File: src/rtl/trr_regs.svh
`ifndef TRR_REGS_SVH
`define TRR_REGS_SVH

// -----------------------------------------------------------------------------
// Register offsets
// -----------------------------------------------------------------------------
`define TRR_A_EN0      3'h0
`define TRR_A_EN1      3'h1
`define TRR_A_EN2      3'h2
`define TRR_A_EN3      3'h3
`define TRR_A_STS      3'h4
`define TRR_A_MSK      3'h5

// -----------------------------------------------------------------------------
// Assigned enable bits per register and reset values
// -----------------------------------------------------------------------------
`define TRR_EN0_MASK   8'h18
`define TRR_EN1_MASK   8'h77
`define TRR_EN2_MASK   8'h73
`define TRR_EN3_MASK   8'h61
`define TRR_EN_RST     8'h00
`define TRR_STS_RST    8'h00
`define TRR_MSK_RST    8'h00

// -----------------------------------------------------------------------------
// Status and mask fields
// -----------------------------------------------------------------------------
`define TRR_STS_END    0
`define TRR_STS_ROUTED 1
`define TRR_STS_MASK   8'h03

// -----------------------------------------------------------------------------
// Timing: cycles of delay from a changed enable to its use
// -----------------------------------------------------------------------------
`define TRR_EN_DELAY   2

`endif

File: src/rtl/trr_pkg.sv
`default_nettype none
package trr_pkg;
   // One bit per source that may ask for a transfer, in source index order 15..0.
   typedef struct packed {
      logic conversion_done_event;
      logic serial_transmit_empty;
      logic serial_receive_full;
      logic byte_timer_match_b;
      logic byte_timer_match_a;
      logic ft3_compare_match_b_event;
      logic ft3_compare_match_a_event;
      logic ft3_input_capture_event;
      logic ft2_compare_match_b_event;
      logic ft2_compare_match_a_event;
      logic ft2_input_capture_event;
      logic ft1_compare_match_b_event;
      logic ft1_compare_match_a_event;
      logic ft1_input_capture_event;
      logic external_request_one;
      logic external_request_zero;
   } trr_src_t;

   // The four enable registers, eight bits each.
   typedef logic [3:0][7:0] trr_en_t;

   // Report from the transfer controller at the end of one transfer.
   typedef struct packed {
      logic       done;
      logic       count_zero;
      logic [3:0] src;
   } trr_done_t;
endpackage
`default_nettype wire

File: src/rtl/trr_top.sv
//----------------------------------------------------------------------------
// Function
// - Enable one sends source to transfer controller.
// - Enable zero sends source to CPU.
// - Only sixteen fixed sources may request transfers.
// - Priority evaluation takes two clock periods.
// - New enable applies third state after write.
// - Only software ever clears an enable bit.
// - Count zero raises CPU interrupt, same source.
//----------------------------------------------------------------------------
//
// The strobed register port and the register addresses were decided locally.
`timescale 1ns/1ps
`default_nettype none
`include "trr_regs.svh"

module trr_top (
   // Clock and reset.
   input  wire logic              core_clk_in,
   input  wire logic              rst_n_in,
   // Register port.
   input  wire logic [2:0]        reg_addr_in,
   input  wire logic [7:0]        reg_wdata_in,
   input  wire logic              reg_wr_in,
   input  wire logic              reg_rd_in,
   output logic      [7:0]        reg_rdata_out,
   // Interrupt sources and transfer controller report.
   input  wire trr_pkg::trr_src_t  src_req_in,
   input  wire trr_pkg::trr_done_t xfer_done_in,
   input  wire logic              cpu_ack_in,
   input  wire logic [3:0]        cpu_ack_src_in,
   // Routed requests.
   output trr_pkg::trr_src_t      dtc_req_out,
   output trr_pkg::trr_src_t      cpu_req_out,
   output logic                   irq_out
);

   // -------------------------------------------------------------------------
   // Source map
   // -------------------------------------------------------------------------

   // Picks each source's enable out of the four registers.
   function automatic trr_pkg::trr_src_t src_of(input trr_pkg::trr_en_t en);
      trr_pkg::trr_src_t s;
      s = '0;
      s.external_request_zero     = en[0][4];
      s.external_request_one      = en[0][3];
      s.ft1_input_capture_event   = en[1][4];
      s.ft1_compare_match_a_event = en[1][5];
      s.ft1_compare_match_b_event = en[1][6];
      s.ft2_input_capture_event   = en[1][0];
      s.ft2_compare_match_a_event = en[1][1];
      s.ft2_compare_match_b_event = en[1][2];
      s.ft3_input_capture_event   = en[2][4];
      s.ft3_compare_match_a_event = en[2][5];
      s.ft3_compare_match_b_event = en[2][6];
      s.byte_timer_match_a        = en[2][0];
      s.byte_timer_match_b        = en[2][1];
      s.serial_receive_full       = en[3][5];
      s.serial_transmit_empty     = en[3][6];
      s.conversion_done_event     = en[3][0];
      return s;
   endfunction

   // Assigned bits of one enable register.
   function automatic logic [7:0] en_mask(input logic [1:0] idx);
      unique case (idx)
         2'h0: en_mask = `TRR_EN0_MASK;
         2'h1: en_mask = `TRR_EN1_MASK;
         2'h2: en_mask = `TRR_EN2_MASK;
         2'h3: en_mask = `TRR_EN3_MASK;
      endcase
   endfunction

   // -------------------------------------------------------------------------
   // Register writes
   // -------------------------------------------------------------------------

   trr_pkg::trr_en_t  en_q;
   trr_pkg::trr_en_t  en_eff_q;
   logic [7:0]        sts_q;
   logic [7:0]        msk_q;
   logic [7:0]        rdata_q;
   logic              en_wr;
   logic [7:0]        sts_set;

   assign en_wr = reg_wr_in && (reg_addr_in[2] == 1'b0);

   // Enable registers change only on a software write.
   always_ff @(posedge core_clk_in or negedge rst_n_in) begin
      if (!rst_n_in) begin
         en_q <= {4{`TRR_EN_RST}};
      end else if (en_wr) begin
         en_q[reg_addr_in[1:0]] <= reg_wdata_in & en_mask(reg_addr_in[1:0]);
      end
   end

   // One stage keeps the old setting for a request already latched, so a new one routes from the third state.
   always_ff @(posedge core_clk_in or negedge rst_n_in) begin
      if (!rst_n_in) begin
         en_eff_q <= {4{`TRR_EN_RST}};
      end else begin
         en_eff_q <= en_q;
      end
   end

   // Mask register.
   always_ff @(posedge core_clk_in or negedge rst_n_in) begin
      if (!rst_n_in) begin
         msk_q <= `TRR_MSK_RST;
      end else if (reg_wr_in && reg_addr_in == `TRR_A_MSK) begin
         msk_q <= reg_wdata_in & `TRR_STS_MASK;
      end
   end

   // -------------------------------------------------------------------------
   // Routing pipeline
   // -------------------------------------------------------------------------

   logic [15:0]       src_s1_q;
   logic [15:0]       eff_src;
   logic [15:0]       en_src;
   logic [15:0]       dtc_d;
   logic [15:0]       dtc_q;
   logic [15:0]       cpu_q;
   logic [15:0]       end_pend_q;

   assign eff_src = src_of(en_eff_q);
   assign en_src  = src_of(en_q);
   assign dtc_d   = src_s1_q & eff_src;

   // First period latches requests, second makes the routing decision.
   always_ff @(posedge core_clk_in or negedge rst_n_in) begin
      if (!rst_n_in) begin
         src_s1_q <= 16'h0000;
         dtc_q    <= 16'h0000;
         cpu_q    <= 16'h0000;
      end else begin
         src_s1_q <= src_req_in;
         dtc_q    <= dtc_d;
         cpu_q    <= src_s1_q & ~eff_src;
      end
   end

   // End-of-count requests stay pending until the CPU takes them; a set wins.
   always_ff @(posedge core_clk_in or negedge rst_n_in) begin
      if (!rst_n_in) begin
         end_pend_q <= 16'h0000;
      end else begin
         for (int i = 0; i < 16; i++) begin
            if (xfer_done_in.done && xfer_done_in.count_zero && xfer_done_in.src == i[3:0]) begin
               end_pend_q[i] <= 1'b1;
            end else if (cpu_ack_in && cpu_ack_src_in == i[3:0]) begin
               end_pend_q[i] <= 1'b0;
            end
         end
      end
   end

   assign dtc_req_out = trr_pkg::trr_src_t'(dtc_q);
   assign cpu_req_out = trr_pkg::trr_src_t'(cpu_q | end_pend_q);

   // -------------------------------------------------------------------------
   // Status, interrupt and read port
   // -------------------------------------------------------------------------

   always_comb begin
      sts_set = 8'h00;
      sts_set[`TRR_STS_END]    = xfer_done_in.done && xfer_done_in.count_zero;
      sts_set[`TRR_STS_ROUTED] = |(dtc_d & ~dtc_q);
   end

   // Sticky status, cleared by writing one; a new event beats the clear.
   always_ff @(posedge core_clk_in or negedge rst_n_in) begin
      if (!rst_n_in) begin
         sts_q <= `TRR_STS_RST;
      end else if (reg_wr_in && reg_addr_in == `TRR_A_STS) begin
         sts_q <= (sts_q & ~reg_wdata_in) | sts_set;
      end else begin
         sts_q <= sts_q | sts_set;
      end
   end

   assign irq_out = |(sts_q & msk_q);

   // Read data stand in the cycle after the read strobe only.
   always_ff @(posedge core_clk_in or negedge rst_n_in) begin
      if (!rst_n_in) begin
         rdata_q <= 8'h00;
      end else if (reg_rd_in) begin
         unique case (reg_addr_in)
            `TRR_A_EN0, `TRR_A_EN1, `TRR_A_EN2, `TRR_A_EN3: rdata_q <= en_q[reg_addr_in[1:0]];
            `TRR_A_STS: rdata_q <= sts_q;
            `TRR_A_MSK: rdata_q <= msk_q;
            default:    rdata_q <= 8'h00;
         endcase
      end else begin
         rdata_q <= 8'h00;
      end
   end

   assign reg_rdata_out = rdata_q;

   // -------------------------------------------------------------------------
   // Assertions
   // -------------------------------------------------------------------------

   dtc_route_a: assert property (@(posedge core_clk_in) disable iff (!rst_n_in)
      ##2 dtc_q == ($past(src_req_in, 2) & $past(eff_src)))
      else $error("Transfer request does not follow source and enable.");

   cpu_route_a: assert property (@(posedge core_clk_in) disable iff (!rst_n_in)
      ##2 cpu_q == ($past(src_req_in, 2) & ~$past(eff_src)))
      else $error("CPU request does not follow source and cleared enable.");

   no_overlap_a: assert property (@(posedge core_clk_in) disable iff (!rst_n_in)
      ##2 (dtc_q | cpu_q) == $past(src_req_in, 2) && (dtc_q & cpu_q) == 16'h0000)
      else $error("Request not routed to exactly one destination two periods later.");

   unassigned_a: assert property (@(posedge core_clk_in) disable iff (!rst_n_in)
      (en_q[0] & ~`TRR_EN0_MASK) == 8'h00 && (en_q[1] & ~`TRR_EN1_MASK) == 8'h00 &&
      (en_q[2] & ~`TRR_EN2_MASK) == 8'h00 && (en_q[3] & ~`TRR_EN3_MASK) == 8'h00)
      else $error("Unassigned enable bit set.");

   eff_delay_a: assert property (@(posedge core_clk_in) disable iff (!rst_n_in)
      ##2 dtc_q == ($past(src_req_in, 2) & $past(en_src, 2)))
      else $error("Enable setting applied at the wrong state.");

   keep_enable_a: assert property (@(posedge core_clk_in) disable iff (!rst_n_in)
      !en_wr |=> en_q == $past(en_q))
      else $error("Enable changed without a software write.");

   end_irq_a: assert property (@(posedge core_clk_in) disable iff (!rst_n_in)
      (xfer_done_in.done && xfer_done_in.count_zero) |=> end_pend_q[$past(xfer_done_in.src)] && sts_q[0])
      else $error("Exhausted count did not raise a CPU request.");

   irq_level_a: assert property (@(posedge core_clk_in) disable iff (!rst_n_in)
      (|(sts_q & msk_q) && !(reg_wr_in && (reg_addr_in == `TRR_A_STS || reg_addr_in == `TRR_A_MSK))) |=> irq_out)
      else $error("Interrupt output dropped without a status clear or mask write.");

endmodule  // trr_top
`default_nettype wire

File: config.mk
export PLATFORM = sky130hd
export DESIGN_NAME = trr_top
export DESIGN_NICKNAME = d
export VERILOG_FILES = /design/src/rtl/trr_pkg.sv /design/src/rtl/trr_top.sv
export VERILOG_INCLUDE_DIRS = /design/src /design/src/rtl
export SDC_FILE = /design/constraint.sdc
export NUM_CORES = 1
export LEC_CHECK = 0
export BUFFER_PORTS_ARGS = -buffer_cell sky130_fd_sc_hd__buf_4
export CAP_MARGIN = 20
export CORE_ASPECT_RATIO = 0.9
export CORE_UTILIZATION = 35
export DETAILED_ROUTE_END_ITERATION = 8
export MAX_ROUTING_LAYER = met4
export PLACE_DENSITY = 0.58
export SYNTH_ARGS = -nofsm -noshare
export SYNTH_HDL_FRONTEND = slang
export SYNTH_SLANG_ARGS = --single-unit
File: constraint.sdc
create_clock -name core_clk_in -period 1.5 [get_ports core_clk_in]
set_input_delay 0.15 -clock core_clk_in [delete_from_list [all_inputs] [get_ports core_clk_in]]
set_output_delay 0.15 -clock core_clk_in [all_outputs]
set_load 0.05 [all_outputs]
[Word level (Yosys, flattened, before mapping)]
Index checks and enable logic that the tools add are counted.
Storage, ports and cells
  register bits: 140
  input bits: 42
Cells by class
  order comparisons: 2
  bitwise operators: 13
  multiplexer cells: 42
  reduce and logical (&&, ||, !) cells: 60
  eq/ne operators: 38
Operator list (count)
  $eq 4x4->1 const B: 16
  $and 16x16->16: 3
  $mux 8: 5
  $logic_and 1x1->1: 37
  $bwmux 32: 1
  $eq 4x3->1 const B: 8
  $mux 1: 32
  $not 16->16: 2
  $pmux 8 s4: 1
  $reduce_bool 2->1: 16
  $pmux 8 s3: 1
  $and 8x8->8: 2
  $bmux 8 s2: 1
  $demux 8 s2: 1
  $eq 4x2->1 const B: 4
  $or 16x16->16: 1
  $or 8x2->8: 2
  $reduce_or 16->1: 1
  $and 8x2->8: 1
  $eq 4x1->1 const B: 2
  $logic_not 4->1: 2
  $not 8->8: 1
  $reduce_or 8->1: 1
  $eq 3x2->1 const B: 2
  other kinds (10): 12

[Logic depth before layout (Yosys ltp)]
Gate-level depths: netlist of run 1.
  depth after elaboration: 5
  depth in mapped cells: 8
  gate-level depth less buffers: 6

[Worst setup path after synthesis of run 1]
No wires, ideal clock.
  path kind: flip-flop to flip-flop
  start: register dtc_q[7] (netlist: dtc_req_out[7])
  end: register sts_q[1]
  stages on the path, launching flop included: 5
  data arrival time: 1152 ps
  buffers on the path: 0
  required time: 1369 ps
  path slack: 217 ps
  period minus slack after synthesis: 1283 ps
  cell sequence: dfrtp_1 nand3b_1 o2111ai_1 nor3_1 nand4_1
On the way
  longest elaborated chain between the ends: 5
  elaborated cells on any way between the ends: 6
  classes of those cells: mux: 1; bitwise: 4; reduce/logical: 1
RTL lines
  start: declaration: line trr_top.sv:124  | logic [15:0] dtc_q;
  start signal: assignment: line trr_top.sv:140  | dtc_q <= dtc_d;
  $not 16->16 *: line trr_top.sv:170  | sts_set[`TRR_STS_ROUTED] = |(dtc_d & ~dtc_q);
  $and 16x16->16 *: line trr_top.sv:170
  $reduce_or 16->1 *: line trr_top.sv:170
  $or 8x2->8 (on tied branches): line trr_top.sv:180, trr_top.sv:178
  $mux 8 *: line trr_top.sv:177  | end else if (reg_wr_in && reg_addr_in == `TRR_A_STS) begin
  end signal: assignment: line trr_top.sv:176  | sts_q <= `TRR_STS_RST;
  end signal: assignment: line trr_top.sv:178  | sts_q <= (sts_q & ~reg_wdata_in) | sts_set;
  end signal: assignment: line trr_top.sv:180  | sts_q <= sts_q | sts_set;
  end: declaration: line trr_top.sv:81  | logic [7:0] sts_q;
Every way passes the cells marked *; elsewhere a longest branch is shown, timed or not.
A chain may end at the register's enable or synchronous reset.

==> results of run 1 <==
## final timing paths
check | cells past startpoint | start | endpoint | slack, ns
max | 2 | end_pend_q[1] | cpu_req_out[1] | 0.03
min | 3 | xfer_done_in[0] | end_pend_q[3] | 0.04
max reg2reg | 4 | eff_src[7] | sts_q[1] | 0.26
min reg2reg | 0 | en_q[22] | eff_src[10] | 0.41
max in group asynchronous | 3 | rst_n_in | dtc_req_out[3] | 0.69
min in group asynchronous | 2 | rst_n_in | end_pend_q[10] | 0.23
## power breakdown
group	internal, mW	total, mW	leakage [nW]	switching, mW
clock	3.00	4.35	0.312	1.35
sequential	3.82	4.08	1.61	0.260
combinational	0.623	1.62	1.21	0.996
## sequential cells by signal, summed over array words and instances, names as in the netlist
signal and flops:
cpu_q 16, end_pend_q 16, sts_q 8, msk_q 2
src_s1_q 16, en_q 28, eff_src 16, reg_rdata_out 8
dtc_req_out 16
## through the flow
step	setup slack [ns]	instances
global route	0.000521	687
detailed placement	0.0752	627
floorplan	0.217	383
finish	0.0329	687
CTS	0.0114	687
global placement	0.141	627
## final cells by class
| class | instances | share of cell area |
|---|---|---|
| Multi-Input combinational cell | 233 | 0.222 |
| Clock inverter | 5 | 0.0194 |
| Tap cell | 164 | 0.0317 |
| Clock buffer | 27 | 0.0794 |
| Inverter | 15 | 0.00871 |
| Timing Repair Buffer | 117 | 0.151 |
| Sequential cell | 126 | 0.488 |
## placed cells by master, fill, tap and decap left out, drive strengths merged, types with 2 or more instances in the layout
cell type	instances
bufinv	4
nand2b	15
mux4	7
nand4	2
inv	15
or2	19
buf	89
nand3	7
mux2	3
o21ai	57
o22ai	6
mux2i	2
or3	2
and2	4
a22oi	2
nor2	4
dlygate4sd3	28
nor2b	20
ha	5
clkbuf	27
a21boi	11
nand3b	5
nand2	55
dfrtp	126
## routing by layer
layer	up-vias	share of wire	track usage
met4	0	0.011	0.0643
met2	80	0.49	0.262
met3	13	0.050	0.0553
met5	-	0	-
li1	1541	-	-
met1	1639	0.45	0.221
## kinds of logic after synthesis
family	synth area share
fa+ha+maj	0.0133
simple gates	0.153
buf+inv	0.0221
flops	0.672
mux	0.0450
compound gates	0.0949
## worst max-delay path, stage by stage (launching register included)
cell and delay, ns:
dfrtp_1 0.40, or2_2 0.31, buf_4 0.19
==> results.py, run 1 <==
metrics = {
    "drt": {
        "routedWlPerCell_um": 15.7,
        "num_vias": 3273,
        "drc": 0,
        "drt-pass1-iter-count": 4,
        "drt_iter0_markers": 176,
        "wirelength_um": 10800,
        "routed_via_density": 4.76,
        "drtAntennaViolNets": 0,
    },
    "flow_run": {
        "cap_violations": 0,
    },
    "clock_network": {
        "clk_latency_ns": 0.41,
        "htree_num_levels": 4,
        "ctsResizeCount": 0,
        "cts_setup_buffers": 0,
        "cts_hold_buf": 28,
        "cts_sinks": 126,
        "numCtsBuffers": 17,
        "clk_pin_slew_ns": 0.05,
        "root_buffer": "clkbuf_16",
        "cts_buffer_depth": 2,
        "tritoncts": "yes",
    },
    "timing": {
        "fmax_mhz": 682,
        "slew_headroom": 0.705,
        "maxSlewViolCount": 0,
        "fin_crit_sh": 0.978,
        "setup_viol": 0,
        "min_period_ns": 1.47,
        "fin_tns_setup_ns": 0,
        "hold_viol": 0,
        "whs_ns": 0.0410,
        "skew_ns": 0.0102,
        "worst_pin_slew_ns": 0.442,
        "rsz0062_at_grt": "false",
    },
    "layout": {
        "fin_nets": 557,
        "postLayoutCoreUtil": 0.502,
        "regArea_um2": 3150,
        "fin_area_um2": 6460,
        "drive_above_1_share": 0.279,
        "multi_input_area_um2": 1440,
        "diodes": 0,
        "areaGrowthSynthToFinish_pct": 37.7,
        "n_fill_cell": 1150,
    },
    "critical_path": {
        "endpoint_kind": "output pin",
        "crit_type": "reg -> out",
        "critical_path_arrival_ns": 1.32,
        "required_ns": 1.35,
        "path_max_fanout": 2,
        "worst_setup_path_start_kind": "flip-flop",
    },
    "floorplan": {
        "coreArea_um2": 12900,
        "std_cell_rows": 39,
        "die_w_um": 124,
        "die_area_um2": 13900,
        "pin_count": 83,
        "start_util": 0.364,
        "die_h_um": 112,
    },
    "synth": {
        "yosys-top-cells-area": "dfrtp_1 (67%), o21ai_0 (6.1%), nand2_1 (4.4%)",
        "ys_ff_latch": 126,
        "syn_area_um2": 4690,
        "synth.avg_cell_area_um2": 12.3,
        "synth_common_cells": "dfrtp_1 (126), o21ai_0 (57), nand2_1 (55)",
        "seq_area_frac_synth": 0.672,
        "synth_top_flop_cell": "dfrtp_1",
        "yosysWarnings": 0,
        "synth_cell_types": 32,
        "synth_top_area_frac": 0.672,
        "async_flop_share": 1.00,
        "synth_cells": 383,
        "synth_top_cell_by_area": "dfrtp_1",
        "yosysMostFrequentCell": "dfrtp_1",
        "synth-edff-count": 0,
        "syn_nets": 430,
    },
    "pwr": {
        "total_power_mw": 10.1,
        "p_leak_nw": 3.13,
        "irDropWorstVdd_v": 0.000828,
        "pwr_density_cell_nw_per_um2": 1550,
    },
    "place": {
        "gp_congestion": 0.815,
        "hpwl_um": 7910,
        "io_buffer_count": 82,
        "placed_cell_area_um2": 5550,
    },
    "global_route": {
        "grt_max_degree": 34,
        "antenna_found_initial": 0,
        "track_usage": 0.175,
        "grt_pass1_wl_um": 17200,
        "grt-ovfl-total": 0,
        "grt_pass1_vias": 3286,
    },
    "status": {
        "status": "finished, final reports clean",
    },
    "worst_hold_path": {
        "hold_class": "in -> reg",
    },
}
No activity file was read; power rests on OpenSTA's default activity.
==> inputs of run 2 (changes only) <==
Settings changed: CELL_PAD_IN_SITES_DETAIL_PLACEMENT set to 1, CELL_PAD_IN_SITES_GLOBAL_PLACEMENT set to 1, PLACE_DENSITY 0.58 to 0.69.
==> run 2 against run 1 <==
  * Clock power grew 4.8%
  * Total power grew 2.8%
  * Register-to-register slack worse by 0.04 ns
  * Sequential power barely moved
  * Combinational power rose by 2%
  * Fmax is essentially flat
  * Clock skew is 0.0056 ns lower
  * Hold slack lost 0.020 ns
  * Critical path type unchanged
==> results.py, run 2 (synthesis gave the netlist of run 1 again) <==
metrics = {
    "drt": {
        "num_vias": 3359,
        "routedWlPerCell_um": 17.9,
        "drtAntennaViolNets": 0,
        "drt-pass1-iter-count": 4,
        "routed_via_density": 4.90,
        "drt_iter0_markers": 160,
        "wirelength_um": 12200,
        "drc": 0,
    },
    "pwr": {
        "pwr_density_cell_nw_per_um2": 1590,
        "p_sw_mw": 2.90,
        "p_leak_nw": 3.13,
        "irDropWorstVdd_v": 0.000853,
        "pwr-share-seq": 0.397,
        "p_sw_frac": 0.281,
        "p_int_mw": 7.43,
        "comb_power_share": 0.161,
        "clkPwrFrac": 0.442,
    },
    "critical_path": {
        "endpoint_kind": "output pin",
        "critical_path_arrival_ns": 1.32,
        "crit_type": "reg -> out",
        "required_ns": 1.35,
        "path_max_fanout": 2,
        "cp_slowest_cell": "dfrtp_1",
        "worst_setup_path_start_kind": "flip-flop",
        "path_cells": "or2_2, buf_4",
        "crit_path_max_incr_delay_ns": 0.40,
    },
    "layout": {
        "layout_common_cells": "dfrtp_1 (126), buf_4 (84), o21ai_0 (57), nand2_1 (55), dlygate4sd3_1 (26)",
        "multi_input_area_um2": 1440,
        "areaGrowthSynthToFinish_pct": 38.0,
        "fin_nets": 555,
        "final_common_cell": "dfrtp_1",
        "diodes": 0,
        "n_fill_cell": 1353,
        "drive_above_1_share": 0.290,
        "largest_reg_flops": 28,
        "regArea_um2": 3150,
        "finalNonFillerCells": 685,
        "regMostFlops": "en_q",
    },
    "place": {
        "io_buffer_count": 82,
        "place_inst": 626,
        "pre_cts_ws_ns": -0.0168,
        "hpwl_um": 8270,
        "gp_congestion": 0.797,
    },
    "global_route": {
        "track_usage": 0.201,
        "grt_pass1_wl_um": 19800,
        "antenna_found_initial": 0,
        "grt-ovfl-total": 0,
        "grt_max_degree": 63,
        "grt_pass1_vias": 3727,
    },
    "clock_network": {
        "tritoncts": "yes",
        "clk_pin_slew_ns": 0.06,
        "cts_buffer_depth": 2,
        "htree_num_levels": 4,
        "clk_latency_ns": 0.41,
        "numCtsBuffers": 17,
        "cts_sinks": 126,
        "root_buffer": "clkbuf_16",
    },
    "status": {
        "status": "finished, final reports clean",
    },
    "floorplan": {
        "std_cell_rows": 39,
        "coreArea_um2": 12900,
        "pin_count": 83,
        "die_h_um": 112,
        "die_area_um2": 13900,
        "start_util": 0.364,
        "die_w_um": 124,
    },
    "timing": {
        "maxSlewViolCount": 0,
        "setup_viol": 0,
        "hold_viol": 0,
        "slew_headroom": 0.687,
        "fmax_mhz": 682,
        "fin_crit_sh": 0.978,
        "worst_pin_slew_ns": 0.468,
        "skew_ns": 0.00454,
        "min_period_ns": 1.47,
        "rsz0062_at_grt": "false",
        "fin_tns_setup_ns": 0,
        "fin_ws_ns": 0.0330,
    },
    "worst_hold_path": {
        "hold_class": "in -> reg",
    },
    "flow_run": {
        "cap_violations": 0,
    },
}
## run 2: cell types whose count changed in the layout (fill, tap and decap cells not counted), sizes merged
cell / previous run / this run
clkinv: 1 / 3
bufinv: 4 / 5
dlygate4sd3: 28 / 26
clkbuf: 27 / 17
clkinvlp: 0 / 3
inv: 15 / 19
## run 2: through the flow
| stage | util | power, mW | instance area [µm²] | hold slack, ns |
|---|---|---|---|---|
| global placement | 0.430 | 5.68 | 5540 | 0.0544 |
| detailed placement | 0.430 | 5.73 | 5540 | 0.0608 |
| floorplan | - | 5.08 | 4690 | -0.146 |
| finish | 0.503 | 10.3 | 6480 | 0.0215 |
| global route | 0.503 | 10.8 | 6480 | 0.000264 |
| CTS | 0.501 | 10.4 | 6460 | 0.00429 |
## run 2: repair_timing
item / CTS / global route
endpoints found under the hold margin: 89 / 0
hold buffers: 26 / 0
buffers inserted: 0 / 1
setup endpoints to repair: 0 / 4
gates resized for setup: 0 / 3
## run 2: worst paths after layout
| path | start | end | slack (ns) | cells after the start |
|---|---|---|---|---|
| max | end_pend_q[3] | cpu_req_out[3] | 0.03 | 2 |
| min | reg_wdata_in[1] | msk_q[1] | 0.02 | 2 |
| max reg2reg | en_q[17] | reg_rdata_out[1] | 0.22 | 3 |
| min reg2reg | en_q[14] | eff_src[4] | 0.41 | 0 |
| max in group asynchronous | rst_n_in | end_pend_q[8] | 0.69 | 3 |
| min in group asynchronous | rst_n_in | end_pend_q[15] | 0.17 | 2 |
## run 2: layout make-up
class | instances | area share
multi-input combinational | 233 | 0.222
sequential | 126 | 0.487
timing repair buffer | 115 | 0.149
clock inverter | 15 | 0.0361
clock buffer | 17 | 0.0657
tap | 164 | 0.0317
inverter | 15 | 0.00869
## run 2: per-layer routing
metal  GRT usage  wire, µm
met4      0.0738       222
met2       0.322      6310
met5           -         0
met1       0.241      5220
met3      0.0543       490
## run 2: power by group through the flow
| stage | Sequential (mW) | Clock, mW | Combinational (mW) |
|---|---|---|---|
| after floorplan | 4.22 | 0 | 0.863 |
| after CTS | 4.11 | 4.65 | 1.67 |
| after global placement | 4.13 | 0 | 1.55 |
| final | 4.10 | 4.56 | 1.66 |
| after global routing | 4.15 | 4.81 | 1.80 |
| after detailed placement | 4.15 | 0 | 1.59 |
## run 2: critical path, delay by kind of cell, from the launching register on
| family | cells | cell delay (ns) |
|---|---|---|
| simple gates | 1 | 0.31 |
| flops | 1 | 0.40 |
| buf+inv | 1 | 0.19 |
==> inputs of run 3 (changes only) <==
Settings changed: RECOVER_POWER set to 100.
==> run 3 against run 2 <==
  * Sequential cell count did not move
  * Worst setup slack better by 0.0030 ns
  * Sequential share of layout area grew 0.83 points
  * Non-clock buffer count unchanged
  * Via count shrank 0.21%
  * Die area unchanged
  * Largest power group unchanged
==> results.py, run 3 (synthesis gave the netlist of run 1 again) <==
metrics = {
    "timing": {
        "rsz0062_at_grt": "false",
        "skew_ns": 0.00447,
        "fmax_mhz": 683,
        "whs_ns": 0.0187,
        "slew_headroom": 0.612,
        "setup_viol": 0,
        "fin_crit_sh": 0.976,
        "min_period_ns": 1.46,
        "worst_pin_slew_ns": 0.583,
        "hold_viol": 0,
        "maxSlewViolCount": 0,
    },
    "place": {
        "gp_congestion": 0.797,
        "hpwl_um": 8270,
        "io_buffer_count": 82,
    },
    "floorplan": {
        "start_util": 0.364,
        "die_h_um": 112,
        "std_cell_rows": 39,
        "pin_count": 83,
        "die_w_um": 124,
        "coreArea_um2": 12900,
        "die_area_um2": 13900,
    },
    "global_route": {
        "antenna_found_initial": 0,
        "grt_pass1_vias": 3727,
        "track_usage": 0.201,
        "grt_max_degree": 63,
        "grt-ovfl-total": 0,
        "grt_pass1_wl_um": 19800,
    },
    "pwr": {
        "pwr_density_cell_nw_per_um2": 1610,
        "total_power_mw": 10.3,
        "p_leak_nw": 3.07,
        "irDropWorstVdd_v": 0.000854,
    },
    "worst_hold_path": {
        "min_path_cells": 2,
        "hold_class": "in -> reg",
        "min-delay-start": "reg_wdata_in[1]",
        "whs_endpoint": "msk_q[1]",
    },
    "drt": {
        "drt-pass1-iter-count": 4,
        "num_vias": 3352,
        "routedWlPerCell_um": 17.8,
        "drt_iter0_markers": 160,
        "wirelength_um": 12200,
        "drc": 0,
        "routed_via_density": 4.89,
        "drtAntennaViolNets": 0,
    },
    "layout": {
        "regMostFlops": "en_q",
        "drive_above_1_share": 0.278,
        "postLayoutCoreUtil": 0.494,
        "multi_input_area_um2": 1440,
        "layout_common_cells": "dfrtp_1 (126), o21ai_0 (57), nand2_1 (55), buf_4 (38)",
        "largest_reg_flops": 28,
        "regArea_um2": 3150,
        "final_common_cell": "dfrtp_1",
        "fin_nets": 555,
        "n_fill_cell": 1364,
        "diodes": 0,
        "areaGrowthSynthToFinish_pct": 35.6,
    },
    "clock_network": {
        "root_buffer": "clkbuf_16",
        "tritoncts": "yes",
        "htree_num_levels": 4,
        "clk_pin_slew_ns": 0.06,
        "clk_latency_ns": 0.41,
        "cts_buffer_depth": 2,
        "numCtsBuffers": 17,
        "cts_sinks": 126,
    },
    "critical_path": {
        "endpoint_kind": "output pin",
        "crit_type": "reg -> out",
        "required_ns": 1.35,
        "path_max_fanout": 2,
        "r2r_end": "reg_rdata_out[5]",
        "r2r_setup_slack_ns": 0.21,
        "worst_setup_path_start_kind": "flip-flop",
        "critical_path_arrival_ns": 1.31,
        "reg2reg_depth": 3,
        "r2r-start": "en_q[21]",
    },
    "status": {
        "status": "finished, final reports clean",
    },
    "flow_run": {
        "cap_violations": 0,
    },
}
## run 3: layer usage
layer | wire, µm | vias up | GRT usage
met5 | 0 | - | -
met1 | 5170 | 1712 | 0.241
met2 | 6290 | 78 | 0.322
li1 | - | 1540 | -
met3 | 504 | 22 | 0.0543
met4 | 225 | 0 | 0.0738
## run 3: cell type report
cell class                 count  share of cell area
timing repair buffer         115               0.134
sequential                   126               0.495
clock inverter                15              0.0367
tap                          164              0.0322
multi-input combinational    233               0.226
inverter                      15             0.00884
clock buffer                  17              0.0668
## run 3: worst max path at each step
stage	startpoint	end	slack [ns]	cells after the start
after global placement	reg_addr_in[0]	reg_rdata_out[5]	0.12	6
after CTS	end_pend_q[10]	cpu_req_out[10]	0.01	2
final	end_pend_q[3]	cpu_req_out[3]	0.04	2
after floorplan	dtc_req_out[7]	sts_q[1]	0.22	4
after global routing	end_pend_q[3]	cpu_req_out[3]	0.001	2
after detailed placement	reg_addr_in[0]	reg_rdata_out[3]	-0.02	6
## run 3: per-stage QoR
stage	instance area [µm²]	setup TNS, ns	setup slack [ns]	std cells
6_report	6370	0	0.0359	685
5_1_grt	6370	0	0.00102	685
4_1_cts	6460	0	0.0143	684
3_5_place_dp	5540	-0.0321	-0.0168	626
3_3_place_gp	5540	0	0.118	626
2_1_floorplan	4690	0	0.217	383
## run 3: critical path: stages, from the launching register on
cell,delay [ns]
dfrtp_1,0.40
or2_2,0.31
buf_4,0.19
## run 3: power by group
| group | leakage [nW] | internal (mW) | switching, mW |
|---|---|---|---|
| clock network | 0.311 | 2.98 | 1.59 |
| logic | 1.15 | 0.583 | 1.03 |
| registers | 1.61 | 3.82 | 0.281 |
## run 3: repair_timing
item	4_1_cts	5_1_grt
resized for setup	0	3
hold endpoints to repair	89	0
buffers inserted	0	1
hold buffers	26	0
setup endpoints to repair	0	4
